==> config.mk <==
export PLATFORM = sky130hd
export DESIGN_NAME = pssq_sequencer
export DESIGN_NICKNAME = d
export VERILOG_FILES = /design/src/pssq_pkg.sv /design/src/pssq_sequencer.sv /design/src/pssq_filter.sv
export SDC_FILE = /design/constraint.sdc
export NUM_CORES = 1
export LEC_CHECK = 0
export BUFFER_PORTS_ARGS = -buffer_cell sky130_fd_sc_hd__buf_2
export CORE_MARGIN = 5
export CORE_UTILIZATION = 55
export CTS_CLUSTER_SIZE = 28
export DETAILED_ROUTE_END_ITERATION = 8
export GPL_ROUTABILITY_DRIVEN = 0
export PLACE_DENSITY = 0.82
export SYNTH_ARGS = -nofsm -noshare
export SYNTH_HDL_FRONTEND = slang
export SYNTH_SLANG_ARGS = --single-unit
==> constraint.sdc <==
create_clock -name CORE_CLK -period 5.1 [get_ports CORE_CLK]
set_input_delay 0.51 -clock CORE_CLK [delete_from_list [all_inputs] [get_ports CORE_CLK]]
set_output_delay 0.51 -clock CORE_CLK [all_outputs]
set_load 0.03 [all_outputs]
==> src/pssq_pkg.sv <==
// Constants, types and the rate decoder of the power-state sequencer.
// Assumes a single 100 MHz core clock with a synchronous active-high reset.
// Operation
// - Latch 4-bit comparator code in trim state; it sets rate only as master.
// - Code 0111 gives 8 MHz, 0011 4 MHz, 0001 1 MHz, others 250 kHz.
// - Self-test the four comparators while in the trim state.
// - On failed self-test store 250 kHz instead of the measured code.
// - Leaving trim switches off bias current, comparators and sensing divider.
// - First power-up walks reset, standby, regulator enabling, trim, normal.
// - Later wake-up walks standby, regulator enabling, normal, skipping trim.
// - Go-to-sleep walks normal, regulator disabling, standby.
// - While held in reset by low supply, nothing operates.
// - Sleep only after wake pin rises in normal, filtered analog plus deglitch counter.
// - Standby is entered from reset only at first power-up after standby POR release.
// - In standby with flag 0, go to regulator enabling whatever wake sources do.
// - In standby with flag 1, stay until a wake-up source is asserted.
// - Wake pin release wakes; filtered by analog delay plus one standby clock period.
// - Wake when enough pulses on the isolated line arrive within a timeout window.
// - Regulator enabling turns on the core regulator and main oscillator.
// - Regulator enabling ignores wake pin, SPI and isolated line; no abort.
// - Leave regulator enabling on main POR release: trim if flag 0, else normal.
// - Trim latches master select, clock phase, polarity and rate into standby registers.
// - Completing trim sets the first-powerup flag and moves to normal.
// - In normal a deglitched high wake pin raises the go-to-sleep request.
// - Isolated-line pulse counter timeout lies between 150 and 630 microseconds.
package pssq_pkg;

    // Core clock
    localparam int CLK_PERIOD_NS = 10;

    // Wake pin deglitch time, typical figure
    localparam int WAKE_PIN_FILTER_TIME_NS = 2000;
    localparam int WAKE_PIN_FILTER_CYC = (WAKE_PIN_FILTER_TIME_NS + CLK_PERIOD_NS - 1)
                                         / CLK_PERIOD_NS;

    // Standby oscillator, modelled as an enable divider of the core clock
    localparam int STANDBY_OSC_FREQUENCY_KHZ = 100;
    localparam int STANDBY_OSC_DIV = 1000000 / (STANDBY_OSC_FREQUENCY_KHZ * CLK_PERIOD_NS);
    // Wake pin in standby must stay released one standby period
    localparam int STANDBY_FILTER_TICKS = 1;

    // Isolated-line wake detector
    localparam int WAKE_TIMEOUT_MIN_US = 150;
    localparam int WAKE_TIMEOUT_MAX_US = 630;
    localparam int WAKE_TIMEOUT_US = 400;
    localparam int WAKE_TIMEOUT_CYC = WAKE_TIMEOUT_US * 1000 / CLK_PERIOD_NS;
    localparam int MIN_WAKE_PULSE_COUNT = 8;

    // Threshold codes
    localparam logic [3:0] CODE_8MHZ = 4'h7;
    localparam logic [3:0] CODE_4MHZ = 4'h3;
    localparam logic [3:0] CODE_1MHZ = 4'h1;

    // Master clock rate selections
    typedef enum logic [1:0] {
        PSSQ_RATE_250K = 2'h0,
        PSSQ_RATE_1M = 2'h1,
        PSSQ_RATE_4M = 2'h2,
        PSSQ_RATE_8M = 2'h3
    } pssq_rate_t;

    // Sequencer states
    typedef enum logic [2:0] {
        PSSQ_RESET,
        PSSQ_STANDBY,
        PSSQ_REG_ENABLE,
        PSSQ_TRIM_LATCH,
        PSSQ_NORMAL,
        PSSQ_REG_DISABLE
    } pssq_state_t;

    // Configuration latched at first power-up
    typedef struct packed {
        logic master_role_select;
        logic clock_phase;
        logic clock_polarity;
        logic [3:0] rate_code;
    } pssq_cfg_t;

    localparam pssq_cfg_t CFG_RESET = '{1'b0, 1'b0, 1'b0, 4'h0};

    // Power enables steered by the sequencer
    typedef struct packed {
        logic core_regulator;
        logic main_oscillator;
        logic rate_sense;
    } pssq_power_t;

    // Comparator code to master clock rate
    function automatic pssq_rate_t pssq_decode_rate(input logic [3:0] code);
        pssq_rate_t r;
        r = PSSQ_RATE_250K;
        case (code)
            CODE_8MHZ: r = PSSQ_RATE_8M;
            CODE_4MHZ: r = PSSQ_RATE_4M;
            CODE_1MHZ: r = PSSQ_RATE_1M;
            default: r = PSSQ_RATE_250K;
        endcase
        return r;
    endfunction

endpackage

==> src/pssq_sequencer.sv <==
// Power-state sequencer: reset, standby, regulator enabling, trim/latch,
// normal and regulator disabling, plus wake detection and rate decoding.
// Assumes pins arrive asynchronously; the analog wake-pin RC delay sits
// outside, ahead of SLEEP_WAKE_PIN_IN. POR inputs are high while in reset.
module pssq_sequencer
    import pssq_pkg::*;
#(
    parameter int WAKE_TIMEOUT = WAKE_TIMEOUT_CYC,
    parameter int MIN_PULSES = MIN_WAKE_PULSE_COUNT,
    parameter int DEGLITCH = WAKE_PIN_FILTER_CYC,
    parameter int STBY_DIV = STANDBY_OSC_DIV
) (
    input wire logic CORE_CLK,
    input wire logic SRST,
    input wire logic STANDBY_POWER_ON_RESET,
    input wire logic MAIN_POWER_ON_RESET,
    input wire logic SLEEP_WAKE_PIN_IN,
    input wire logic ISOLATED_LINE_IN,
    input wire logic [3:0] COMPARATOR_CODE,
    input wire logic BIST_DONE,
    input wire logic BIST_PASS,
    input wire logic MASTER_ROLE_SELECT,
    input wire logic CLOCK_PHASE_IN,
    input wire logic CLOCK_POLARITY_IN,
    output pssq_power_t POWER_EN,
    output logic BIST_START,
    output pssq_cfg_t CFG,
    output pssq_rate_t MASTER_CLOCK_RATE,
    output logic MASTER_RATE_VALID,
    output logic FIRST_POWERUP_FLAG,
    output logic SLEEP_REQUEST,
    output logic IFACE_ENABLE,
    output pssq_state_t STATE
);

    localparam int TW = $clog2(WAKE_TIMEOUT + 1);
    localparam int PW = $clog2(MIN_PULSES + 1);
    localparam int DW = $clog2(STBY_DIV);
    localparam logic [TW-1:0] TIMEOUT_C = TW'(WAKE_TIMEOUT);
    localparam logic [PW-1:0] PULSES_C = PW'(MIN_PULSES);
    localparam logic [DW-1:0] DIV_LAST = DW'(STBY_DIV - 1);

    // Synchroniser stages for every pin
    logic [5:0] sync1_reg;
    logic [5:0] sync2_reg;
    logic [3:0] code_s1_reg;
    logic [3:0] code_s2_reg;
    logic stby_por;
    logic main_por;
    logic wake_pin;
    logic iso_line;
    logic bist_done;
    logic bist_pass;

    // Two flops on each asynchronous input
    always_ff @(posedge CORE_CLK) begin
        sync1_reg <= {STANDBY_POWER_ON_RESET, MAIN_POWER_ON_RESET, SLEEP_WAKE_PIN_IN,
                      ISOLATED_LINE_IN, BIST_DONE, BIST_PASS};
        sync2_reg <= sync1_reg;
        code_s1_reg <= COMPARATOR_CODE;
        code_s2_reg <= code_s1_reg;
    end

    assign stby_por = sync2_reg[5];
    assign main_por = sync2_reg[4];
    assign wake_pin = sync2_reg[3];
    assign iso_line = sync2_reg[2];
    assign bist_done = sync2_reg[1];
    assign bist_pass = sync2_reg[0];

    // Straps pass two flops as well; only the trim-completing edge reads them
    logic [2:0] strap_s1_reg;
    logic [2:0] strap_s2_reg;

    always_ff @(posedge CORE_CLK) begin
        strap_s1_reg <= {MASTER_ROLE_SELECT, CLOCK_PHASE_IN, CLOCK_POLARITY_IN};
        strap_s2_reg <= strap_s1_reg;
    end

    // Whole block held inert while either reset is active
    logic hold_reset;
    assign hold_reset = SRST || stby_por;

    pssq_state_t state_reg;
    pssq_state_t state_next;
    logic flag_reg;
    logic flag_next;
    pssq_cfg_t cfg_reg;
    pssq_cfg_t cfg_next;
    logic iso_prev_reg;

    // Standby oscillator as an enable pulse
    logic [DW-1:0] div_reg;
    logic stby_tick;
    assign stby_tick = (div_reg == DIV_LAST);

    always_ff @(posedge CORE_CLK) begin
        if (hold_reset) begin
            div_reg <= '0;
        end else begin
            div_reg <= stby_tick ? '0 : div_reg + 1'b1;
        end
    end

    // Wake sources are armed only in standby with the flag set
    logic listen_stby;
    logic listen_normal;
    assign listen_stby = (state_reg == PSSQ_STANDBY) && flag_reg;
    assign listen_normal = (state_reg == PSSQ_NORMAL);

    // Released wake pin must hold through one standby period
    logic pin_wake;
    pssq_filter #(
        .COUNT(STANDBY_FILTER_TICKS)
    ) u_stby_filter (
        .clk(CORE_CLK),
        .srst(hold_reset),
        .en(stby_tick),
        .clr(!listen_stby),
        .din(wake_pin),
        .q(pin_wake)
    );

    // Main-domain deglitch of the wake pin for go-to-sleep
    logic pin_sleep;
    pssq_filter #(
        .COUNT(DEGLITCH)
    ) u_main_deglitch (
        .clk(CORE_CLK),
        .srst(hold_reset),
        .en(1'b1),
        .clr(!listen_normal),
        .din(wake_pin),
        .q(pin_sleep)
    );

    // Isolated-line pulse counter within a timeout window
    logic [PW-1:0] pulse_reg;
    logic [PW-1:0] pulse_next;
    logic [TW-1:0] win_reg;
    logic [TW-1:0] win_next;
    logic win_open;
    logic iso_rise;
    logic iso_wake;
    logic win_expired;

    assign iso_rise = iso_line && !iso_prev_reg;
    assign win_open = (pulse_reg != '0);
    assign win_expired = win_open && (win_reg == TIMEOUT_C);
    assign iso_wake = listen_stby && (pulse_reg == PULSES_C);
    assign pulse_next = (!listen_stby || win_expired) ? '0 :
                        (iso_rise && pulse_reg != PULSES_C) ? pulse_reg + 1'b1 : pulse_reg;
    assign win_next = (!listen_stby || win_expired || !win_open) ? '0 : win_reg + 1'b1;

    always_ff @(posedge CORE_CLK) begin
        if (hold_reset) begin
            pulse_reg <= '0;
            win_reg <= '0;
            iso_prev_reg <= 1'b0;
        end else begin
            pulse_reg <= pulse_next;
            win_reg <= win_next;
            iso_prev_reg <= iso_line;
        end
    end

    // Either wake source starts the uninterruptible wake-up sequence
    logic wake_any;
    assign wake_any = pin_wake || iso_wake;

    // Self-test verdict chooses measured code or slowest setting
    logic [3:0] latched_code;
    assign latched_code = bist_pass ? code_s2_reg : 4'h0;
    logic trim_done;
    assign trim_done = (state_reg == PSSQ_TRIM_LATCH) && bist_done;

    // Next-state selection
    always_comb begin
        state_next = state_reg;
        case (state_reg)
            PSSQ_RESET: begin
                state_next = PSSQ_STANDBY;
            end
            PSSQ_STANDBY: begin
                if (!flag_reg) begin
                    state_next = PSSQ_REG_ENABLE;
                end else if (wake_any) begin
                    state_next = PSSQ_REG_ENABLE;
                end
            end
            PSSQ_REG_ENABLE: begin
                if (!main_por) begin
                    state_next = flag_reg ? PSSQ_NORMAL : PSSQ_TRIM_LATCH;
                end
            end
            PSSQ_TRIM_LATCH: begin
                if (trim_done) begin
                    state_next = PSSQ_NORMAL;
                end
            end
            PSSQ_NORMAL: begin
                if (pin_sleep) begin
                    state_next = PSSQ_REG_DISABLE;
                end
            end
            PSSQ_REG_DISABLE: begin
                if (main_por) begin
                    state_next = PSSQ_STANDBY;
                end
            end
            default: state_next = PSSQ_RESET;
        endcase
    end

    // Standby registers: flag and latched configuration
    assign flag_next = flag_reg || trim_done;
    assign cfg_next = trim_done ? pssq_cfg_t'({strap_s2_reg, latched_code}) : cfg_reg;

    always_ff @(posedge CORE_CLK) begin
        if (hold_reset) begin
            state_reg <= PSSQ_RESET;
            flag_reg <= 1'b0;
            cfg_reg <= CFG_RESET;
        end else begin
            state_reg <= state_next;
            flag_reg <= flag_next;
            cfg_reg <= cfg_next;
        end
    end

    // Power enables follow the state
    pssq_power_t power_next;
    pssq_power_t power_reg;
    assign power_next.core_regulator = (state_next == PSSQ_REG_ENABLE) ||
                                       (state_next == PSSQ_TRIM_LATCH) ||
                                       (state_next == PSSQ_NORMAL);
    assign power_next.main_oscillator = power_next.core_regulator;
    assign power_next.rate_sense = (state_next == PSSQ_TRIM_LATCH);

    always_ff @(posedge CORE_CLK) begin
        if (hold_reset) begin
            power_reg <= '0;
        end else begin
            power_reg <= power_next;
        end
    end

    // Outputs
    assign POWER_EN = power_reg;
    assign BIST_START = power_reg.rate_sense;
    assign CFG = cfg_reg;
    assign MASTER_CLOCK_RATE = cfg_reg.master_role_select ?
                               pssq_decode_rate(cfg_reg.rate_code) : PSSQ_RATE_250K;
    assign MASTER_RATE_VALID = cfg_reg.master_role_select && flag_reg;
    assign FIRST_POWERUP_FLAG = flag_reg;
    assign SLEEP_REQUEST = pin_sleep;
    assign IFACE_ENABLE = (state_reg == PSSQ_NORMAL);
    assign STATE = state_reg;

endmodule

==> src/pssq_filter.sv <==
// Up/reset counter that declares its input high once stable for a count.
// Assumes a synchronised input and an optional enable pulse for slower rates.
module pssq_filter
    import pssq_pkg::*;
#(
    parameter int COUNT = 200
) (
    input wire logic clk,
    input wire logic srst,
    input wire logic en,
    input wire logic clr,
    input wire logic din,
    output logic q
);

    localparam int CW = $clog2(COUNT + 1);
    localparam logic [CW-1:0] COUNT_C = CW'(COUNT);

    logic [CW-1:0] cnt_reg;
    logic [CW-1:0] cnt_next;
    logic q_reg;
    logic q_next;

    // Any low sample restarts the count; saturate at the target
    assign cnt_next = (clr || !din) ? '0 :
                      (en && cnt_reg != COUNT_C) ? cnt_reg + 1'b1 : cnt_reg;
    assign q_next = !clr && din && (cnt_next == COUNT_C);
    assign q = q_reg;

    // Counter state
    always_ff @(posedge clk) begin
        if (srst) begin
            cnt_reg <= '0;
            q_reg <= 1'b0;
        end else begin
            cnt_reg <= cnt_next;
            q_reg <= q_next;
        end
    end

endmodule

==> results.md, run 1 <==
* MaxCap Viol Count at 0
* First-pass GRT wire length at 9840 um
* Clock Skew at 0.00830 ns
* Crit path time final at 1.97 ns
* Power density cells at 354 mW/mm^2
* WL/cell at 13.0 um
* Setup TNS at 0 ns
* Synth area leaders: dfxtp_1 53%, nor2_1 5.1%, xor2_1 4.6%
* Util after Layout at 64.1%
* Initial Util at 55.7%
* Most frequent cell after synthesis: dfxtp_1
* Post-synth top cells: 80 x dfxtp_1, 41 x nor2_1, 24 x nand2_1, 17 x inv_1, 17 x nand3_1
* Clock slew at reported path FFs at 0.08 ns
* Num CTS Buffers at 9
* Hpwl dp at 3840 um
* Synthesized area per cell at 9.56 um^2
* Crit path max-delay family: flip-flops
* Post-cts gate resize count at 0
* Register area share after synthesis at 52.9%
* CP Buf/Inv Count at 1
* WL met3 at 257 um
* Core Region at 0.00544 mm^2
* RSZ-0062 raised after global routing: false
* # nets final at 375
* Total GRT Usage at 17.0%
* Placement Setup Slack at 3.22 ns
* Power Total at 1.23 mW
* Arr. time, crit path at 1.46 ns
* CP Class: flop to primary output
* Ant diodes at 0
* Rel. slew slack at 27.8%
* Via/cell ratio at ~5.3
* Die W at 84.2 um
* CP max stage delay at 0.42 ns
* Met2 routed WL at 2810 um
* Final Setup Violations at 0
* Syn_nets at 339
* Drt pass-1 iters at 4
* Highest routed layer: met4
* FF+latch count, synth at 80
* Mapped cell area at 0.00303 mm^2
* CP endpoint kind: primary output
* Primary FF master, synth: dfxtp_1
* H-tree levels at 3
* Post-synthesis cell count at between 300 and 400
* VDD IR max at roughly 0.29 mV
* Post-synth EDFFs at 0
* Worst Path Required at about 4.6 ns
* TritonCTS clock tree: done
* Final worst setup slack at 3.13 ns
* Largest net degree at the start of global routing at 17
* Outcome: finished clean
* Grt total ovfl at 0
* Worst-path fanout max at 11
* Clock Tree Buf Depth at 2
* Share of layout cells above drive strength 1 at 16.2%
* Antenna violations before repair at 0
* Worst-Margin Slew at 1.08 ns
* Postcts setup bufs at 0
* Endpoints failing hold at 0
* Synth-to-Final Area Change at 15.1%
* Routed Antenna Nets at 0
* CP cell instances: nor3b_1, buf_2
* Hold_buf cts at 0
* Vias at 2264
* Area leader, netlist: dfxtp_1
* Chip height at 84.2 um
* # fillers at 417
* Slew Viols, Final at 0
* WL final at 5590 um
* Tcrit/Tclk final at 38.6%
* Crit path max-delay cell type: dfxtp_1
* Post-synth top area share at 52.9%
* Ports at 35
* Startpoint types: flop
* Clock latency on the worst-skew pair at between 0.3 and 0.4 ns
* DRC violations left at 0
* Cell Rows at 27
* Fmax at slightly above 500 MHz
* Root Buffer Master: clkbuf_8
* Leak pwr at 1.33 nW
* Asr flop ratio synth at 0%
* Vias in the first global route at 2153
* Die area at 0.00709 mm^2
* WL met1 at 2450 um
* Hold Path Class: primary input to flop
* Number of DRC markers in iteration 0 at 86
* Ys Warns at 0
* I/O Buffers at 34
* Clk sinks at 80
* Max reg flops at 16
* Count of different cell masters after synthesis at 50
[layout by cell type (no fill, tap or decap), types with 5 or more instances in the layout]
master	n
nand2_1	24
buf_2	34
nand3_1	17
a21oi_1	13
o21ai_0	6
nor3_1	8
xnor2_1	12
clkbuf_8	9
nor4_1	5
nor2b_1	5
xor2_1	16
dfxtp_1	80
nor2_1	41
and3_1	5
nand4_1	8
inv_1	17
ha_1	7
[cells by family after synthesis]
family	Yosys count	synth area share [%]
AO/OA/AOI/OAI	36	8.18
XOR/XNOR	28	8.10
adder cells (fa/ha/maj)	7	2.89
buffers and inverters	26	3.88
flip-flops	80	52.9
multiplexers	1	0.330
AND/OR/NAND/NOR	139	23.8
[worst reg2reg max path, delay by kind of cell (launching register included)]
kind | cells | cell delay [ns]
flip-flops | 1 | 0.55
AND/OR/NAND/NOR | 2 | 0.67
AO/OA/AOI/OAI | 2 | 0.59
[final timing paths]
| path | from | end | slack, ns | cells after the start |
|---|---|---|---|---|
| worst min-delay path | BIST_PASS | sync1_reg[0] | 0.25 | 1 |
| worst max register to register | STATE[0] | win_reg[11] | 3.22 | 4 |
| worst max-delay path | STATE[1] | IFACE_ENABLE | 3.13 | 2 |
| worst min register to register | sync1_reg[3] | sync2_reg[3] | 0.33 | 0 |
[cell type report]
type                            instances  area (um^2)  share of cell area, %
Clock buffer                            9          124                   3.55
Inverter                               17         63.8                   1.83
Tap cell                               72         90.1                   2.58
Timing Repair Buffer                   34          170                   4.88
Multi-Input combinational cell        211         1310                   37.6
Clock inverter                          7          128                   3.66
Sequential cell                        80         1600                   45.9
[report_power, final]
group / leakage [nW] / internal (mW) / switching [mW]
sequential: 0.655 / 0.637 / 0.00709
clock: 0.126 / 0.332 / 0.232
combinational: 0.546 / 0.0104 / 0.0144
[stage by stage]
step           instance area, um^2  hold slack, ns  instances
2_1_floorplan                 3030           0.310        317
3_3_place_gp                  3240           0.310        414
3_5_place_dp                  3240           0.313        414
4_1_cts                       3490           0.235        430
5_1_grt                       3490           0.226        430
6_report                      3490           0.251        430
[layer usage]
layer	GRT usage [%]	up-vias
li1	-	1157
met1	20.4	1053
met2	28.3	46
met3	5.40	8
met4	7.16	0
met5	0	-
Note: power is estimated with default switching activity, not from simulation.
==> inputs of run 2 (changes only) <==
Clock period 5.1 ns to 1.87 ns, I/O delays scaled along.
==> results.md, run 2 (same netlist as run 1, synthesis figures left out) <==
* CP Class: flop to flop
* # nets final at 392 (+4.5%)
* Grt total ovfl at 0 (unchanged)
* Ant diodes at 0 (unchanged)
* Setup TNS at 0 ns (unchanged)
* Worst-path fanout max at 5 (-6)
* Share of layout cells above drive strength 1 at 17.1% (+0.87 points)
* Antenna violations before repair at 0 (unchanged)
* Clock latency on the worst-skew pair at 0.35 ns (about the same)
* Rel. slew slack at 71.6% (+44 points)
* Clock Skew at 0.0143 ns (+0.00601 ns)
* Chip height at 84.2 um (unchanged)
* MaxCap Viol Count at 0 (unchanged)
* Die area at 0.00709 mm^2 (unchanged)
* Util after Layout at 66.8% (+2.7 points)
* Max reg flops at 16 (unchanged)
* Vias in the first global route at 2449 (+14%)
* Ports at 35 (unchanged)
* Final Setup Violations at 0 (unchanged)
* WL final at 6430 um (+15%)
* Slew Viols, Final at 0 (unchanged)
* Tcrit/Tclk final at 90.8%
* Arr. time, crit path at 1.98 ns (+0.52 ns)
* VDD IR max at 1.07 mV (+270%)
* RSZ-0062 raised after global routing: false
* WL/cell at 14.4 um (+11%)
* Root Buffer Master: clkbuf_8
* H-tree levels at 3 (unchanged)
* DRC violations left at 0 (unchanged)
* Startpoint types: flop
* Most frequent cells in the layout: 80 x dfxtp_1, 41 x nor2_1, 34 x buf_2
* First-pass GRT wire length at 11200 um (+13%)
* Final hold slack at 0.264 ns (+0.0132 ns)
* Crit path time final at 1.70 ns
* Leak pwr at 1.39 nW (+4.8%)
* Vias at 2382 (+5.2%)
* Via/cell ratio at 5.33 (+1.2%)
* Cell Rows at 27 (unchanged)
* Placement Setup Slack at 0.170 ns (-3.05 ns)
* Endpoints failing hold at 0 (unchanged)
* Power density cells at 902 mW/mm^2 (+160%)
* Reg area at 0.00160 mm^2 (unchanged)
* Num CTS Buffers at 9 (unchanged)
* Worst Path Required at 2.16 ns (-2.43 ns)
* Core Region at 0.00544 mm^2 (unchanged)
* Drt pass-1 iters at 4 (unchanged)
* Total GRT Usage at 19.8% (+2.7 points)
* Commonest non-fill, non-tap cell in the layout: dfxtp_1
* Power Total at 3.28 mW (+170%)
* CP endpoint kind: flop
* Routed Antenna Nets at 0 (unchanged)
* Fmax at 589 MHz
* Initial Util at 55.7% (unchanged)
* TritonCTS clock tree: done
* Largest net degree at the start of global routing at 17 (unchanged)
* Die W at 84.2 um (unchanged)
* Hpwl dp at 3970 um (+3.4%)
* Clock Tree Buf Depth at 2 (unchanged)
* Worst-Margin Slew at 0.422 ns (-0.660 ns)
* Area occupied by multi-input gates at 0.00132 mm^2 (+0.86%)
* Final worst setup slack at 0.173 ns (-2.96 ns)
* # fillers at 391 (-6.2%)
* Hold Path Class: primary input to flop
* Clock slew at reported path FFs at 0.09 ns (about the same)
* Number of DRC markers in iteration 0 at 122 (+42%)
* Postcts setup bufs at 0 (unchanged)
* Synth-to-Final Area Change at 20.0%
* Outcome: finished clean
* I/O Buffers at 34 (unchanged)
* Clk sinks at 80 (unchanged)
[run 2: worst paths after layout]
check             cells after the start  slack [ns]             from               to
setup reg to reg                      5        0.17       win_reg[0]      win_reg[12]
setup / recovery                      5        0.17       win_reg[0]      win_reg[12]
hold / removal                        3        0.26             SRST     iso_prev_reg
hold reg to reg                       0        0.33  strap_s1_reg[2]  strap_s2_reg[2]
[run 2: power by group]
group          internal [mW]  leakage, nW  switching (mW)
registers               1.74        0.655          0.0176
logic                 0.0489        0.625          0.0523
clock network          0.765        0.110           0.655
[run 2: through the flow]
step,cells,area [um^2]
after global routing,447,3630
final,447,3630
after global placement,418,3270
after CTS,447,3630
after detailed placement,418,3270
after floorplan,317,3030
[run 2: layer usage]
layer  vias to the layer above  global-route usage (%)  routed length (um)
met4                         0                    8.63                 139
met1                      1119                    21.5                2610
met3                        12                    5.59                 263
li1                       1198                       -                   -
met5                         -                       0                   0
met2                        53                    35.6                3420
[run 2: layout make-up]
class	instances	area share, %
multi-input combinational	211	36.4
inverter	17	1.76
timing repair buffer	51	9.09
clock buffer	9	3.41
sequential	80	44.1
clock inverter	7	2.82
tap	72	2.48
[run 2: critical path, stage by stage (launching register included)]
cell     delay [ns]
dfxtp_1        0.39
ha_1           0.22
nand3_2        0.14
or2_4          0.29
or4_1          0.47
a21oi_1        0.15
[run 2: what timing repair did]
item,in CTS,in global routing
endpoints found under the hold margin,13,0
gates resized for setup,0,1
setup endpoints to repair,0,1
hold buffers,13,0
==> inputs of run 3 (changes only) <==
--- a/config.mk
+++ b/config.mk
@@ -6,4 +6,5 @@
 export NUM_CORES = 1
 export LEC_CHECK = 0
+export ABC_AREA = 1
 export BUFFER_PORTS_ARGS = -buffer_cell sky130_fd_sc_hd__buf_2
 export CORE_MARGIN = 5
@@ -12,5 +13,5 @@
 export DETAILED_ROUTE_END_ITERATION = 8
 export GPL_ROUTABILITY_DRIVEN = 0
-export PLACE_DENSITY = 0.82
+export PLACE_DENSITY = 0.81
 export SYNTH_ARGS = -nofsm -noshare
 export SYNTH_HDL_FRONTEND = slang
==> constraint.sdc (replaced) <==
create_clock -name CORE_CLK -period 1.87 [get_ports CORE_CLK]
set_input_delay 0.374 -clock CORE_CLK [delete_from_list [all_inputs] [get_ports CORE_CLK]]
set_output_delay 0.374 -clock CORE_CLK [all_outputs]
set_load 0.03 [all_outputs]
==> results.md, run 3 <==
* Ys Warns at 0 (unchanged)
* TritonCTS clock tree: done
* Core Region at 0.00561 mm^2 (+3.1%)
* Finished Layout Cells at 501 (+12%)
* Worst-Margin Slew at 0.486 ns (+0.0639 ns)
* Most frequent cells in the layout: 80 x dfxtp_1, 55 x nand2_1, 55 x nor2_1
* Endpoints failing hold at 0 (unchanged)
* Crit path time final at 1.67 ns (-0.0225 ns)
* Drt pass-1 iters at 5 (+1)
* Syn_nets at 407 (+20%)
* Clock latency on the worst-skew pair at 0.34 ns (about the same)
* Mapped cell area at 0.00322 mm^2 (+6.4%)
* Clock Skew at 0.00884 ns (-0.00548 ns)
* WL final at 5910 um (-8.1%)
* Synth area leaders: dfxtp_1 50%, nand2_1 6.4%, nor2_1 6.4%
* Switching power at 0.650 mW (-10%)
* Fmax at 597 MHz (+1.3%)
* Post-synth top cells: 80 x dfxtp_1, 55 x nand2_1, 55 x nor2_1, 45 x inv_1, 38 x nand3_1
* CP endpoint kind: primary output
* Clock slew at reported path FFs at 0.08 ns (about the same)
* Placed Instance Area at 0.00343 mm^2 (+5.0%)
* Max reg flops at 16 (unchanged)
* Outcome: finished clean
* Worst Path Required at 1.50 ns (-0.66 ns)
* Asr flop ratio synth at 0% (unchanged)
* Commonest non-fill, non-tap cell in the layout: dfxtp_1
* Post-cts gate resize count at 0 (unchanged)
* MaxCap Viol Count at 0 (unchanged)
* Sw Ratio at 19.2% (-2.9 points)
* Synth-to-Final Area Change at 14.4%
* Hold Path Class: primary input to flop
* Routed Antenna Nets at 0 (unchanged)
* Register area share after synthesis at 49.7% (-3.2 points)
* FF+latch count, synth at 80 (unchanged)
* Primary FF master, synth: dfxtp_1
* Startpoint types: flop
* Number of DRC markers in iteration 0 at 124 (+1.6%)
* Rel. slew slack at 67.6% (-4.0 points)
* First-pass GRT wire length at 10400 um (-7.0%)
* Post-synth top area share at 49.7% (-3.2 points)
* Ant diodes at 0 (unchanged)
* Root Buffer Master: clkbuf_8
* Initial Util at 57.5% (+1.8 points)
* Area leader, netlist: dfxtp_1
* Chip height at 86.6 um (+2.8%)
* Leak pwr at 1.53 nW (+9.7%)
* Via/cell ratio at 4.97 (-6.7%)
* Clock share of power at 45.9% (+2.6 points)
* Worst-path fanout max at 6 (+1)
* Tcrit/Tclk final at 89.5% (-1.2 points)
* RSZ-0062 raised after global routing: false
* WL/cell at 11.8 um (-18%)
* Die area at 0.00749 mm^2 (+5.6%)
* Grt total ovfl at 0 (unchanged)
* VDD IR max at 0.782 mV (-27%)
* Final worst setup slack at 0.196 ns (+0.0225 ns)
* Num CTS Buffers at 9 (unchanged)
* H-tree levels at 3 (unchanged)
* Slew Viols, Final at 0 (unchanged)
* Final hold slack at 0.136 ns (-0.128 ns)
* Die W at 86.6 um (+2.8%)
* Clk sinks at 80 (unchanged)
* # nets final at 446 (+14%)
* Vias in the first global route at 2457 (+0.33%)
* Gate power share at 2.2% (-0.9 points)
* Ports at 35 (unchanged)
* CP Class: flop to primary output
* Hold_buf cts at 0 (-13)
* Most frequent cell after synthesis: dfxtp_1
* Arr. time, crit path at 1.30 ns (-0.68 ns)
* Internal power at 2.73 mW (+7.0%)
* Synthesized area per cell at 8.37 um^2 (-12%)
* Share of layout cells above drive strength 1 at 19.3% (+2.3 points)
* Postcts setup bufs at 0 (unchanged)
* Cell Rows at 27 (unchanged)
* Setup TNS at 0 ns (unchanged)
* Total GRT Usage at 17.1% (-2.6 points)
* Count of different cell masters after synthesis at 34 (-32%)
* Antenna violations before repair at 0 (unchanged)
* Design area at 0.00369 mm^2 (+1.5%)
* DRC violations left at 0 (unchanged)
* Post-synthesis cell count at 385 (+21%)
* Post-synth EDFFs at 0 (unchanged)
* Vias at 2491 (+4.6%)
* Final Setup Violations at 0 (unchanged)
* Placement Setup Slack at 0.335 ns (+0.165 ns)
* Hpwl dp at 4330 um (+9.2%)
* I/O Buffers at 34 (unchanged)
* Reg power frac at 51.9% (-1.7 points)
* Placed insts at 485 (+16%)
* Clock Tree Buf Depth at 2 (unchanged)
* # fillers at 481 (+23%)
* Largest net degree at the start of global routing at 16 (-1)
* Power density cells at 917 mW/mm^2 (+1.6%)
==> run 3: logic make-up (layout without fill, tap and decap cells) <==
logic type      Yosys count  after routing  share of synthesized area, %
flops                    80             80                          49.7
buf+inv                  56            100                          7.34
simple gates            193            193                          29.9
compound gates           34             34                          6.29
fa+ha+maj                 7              7                          2.72
xor+xnor                 15             15                          4.08
==> run 3: routing by layer <==
layer  global-route usage [%]  up-vias  wire [um]
met5                        0        -          0
met4                     8.92        0         98
met3                     4.18       12        316
met2                     29.2       61       2900
met1                     19.8     1113       2600
li1                         -     1305          -
==> run 3: stage by stage <==
step | util, % | power (mW)
floorplan | - | 1.84
finish | 65.8 | 3.38
global route | 65.8 | 3.49
detailed placement | 61.2 | 1.87
global placement | 61.2 | 1.87
CTS | 65.8 | 3.41
==> run 3: layout make-up <==
class,count,area (um^2),share of cell area (%)
inverter,50,188,5.09
multi-input combinational,249,1390,37.6
clock inverter,4,98.8,2.68
tap,72,90.1,2.44
timing repair buffer,34,170,4.61
sequential,80,1600,43.4
clock buffer,12,155,4.21
==> run 3: worst max-delay path, stage by stage (launching register included) <==
cell	delay, ns
dfxtp_1	0.48
inv_2	0.12
nand3_2	0.13
inv_1	0.07
buf_2	0.17
==> run 3: path summary, 6_finish.rpt <==
path / start / to / slack, ns / cells past startpoint
worst max-delay path: STATE[1] / IFACE_ENABLE / 0.20 / 4
worst min-delay path: CLOCK_PHASE_IN / strap_s1_reg[1] / 0.14 / 1
worst max register to register: win_reg[0] / win_reg[4] / 0.32 / 8
worst min register to register: strap_s1_reg[2] / strap_s2_reg[2] / 0.33 / 0
==> run 3: power groups by stage <==
| stage | combinational (mW) | clock, mW | sequential [mW] |
|---|---|---|---|
| 2_1_floorplan | 0.0404 | 0 | 1.80 |
| 3_3_place_gp | 0.0721 | 0 | 1.79 |
| 3_5_place_dp | 0.0744 | 0 | 1.80 |
| 4_1_cts | 0.0745 | 1.58 | 1.75 |
| 5_1_grt | 0.0821 | 1.65 | 1.76 |
| 6_report | 0.0744 | 1.55 | 1.76 |
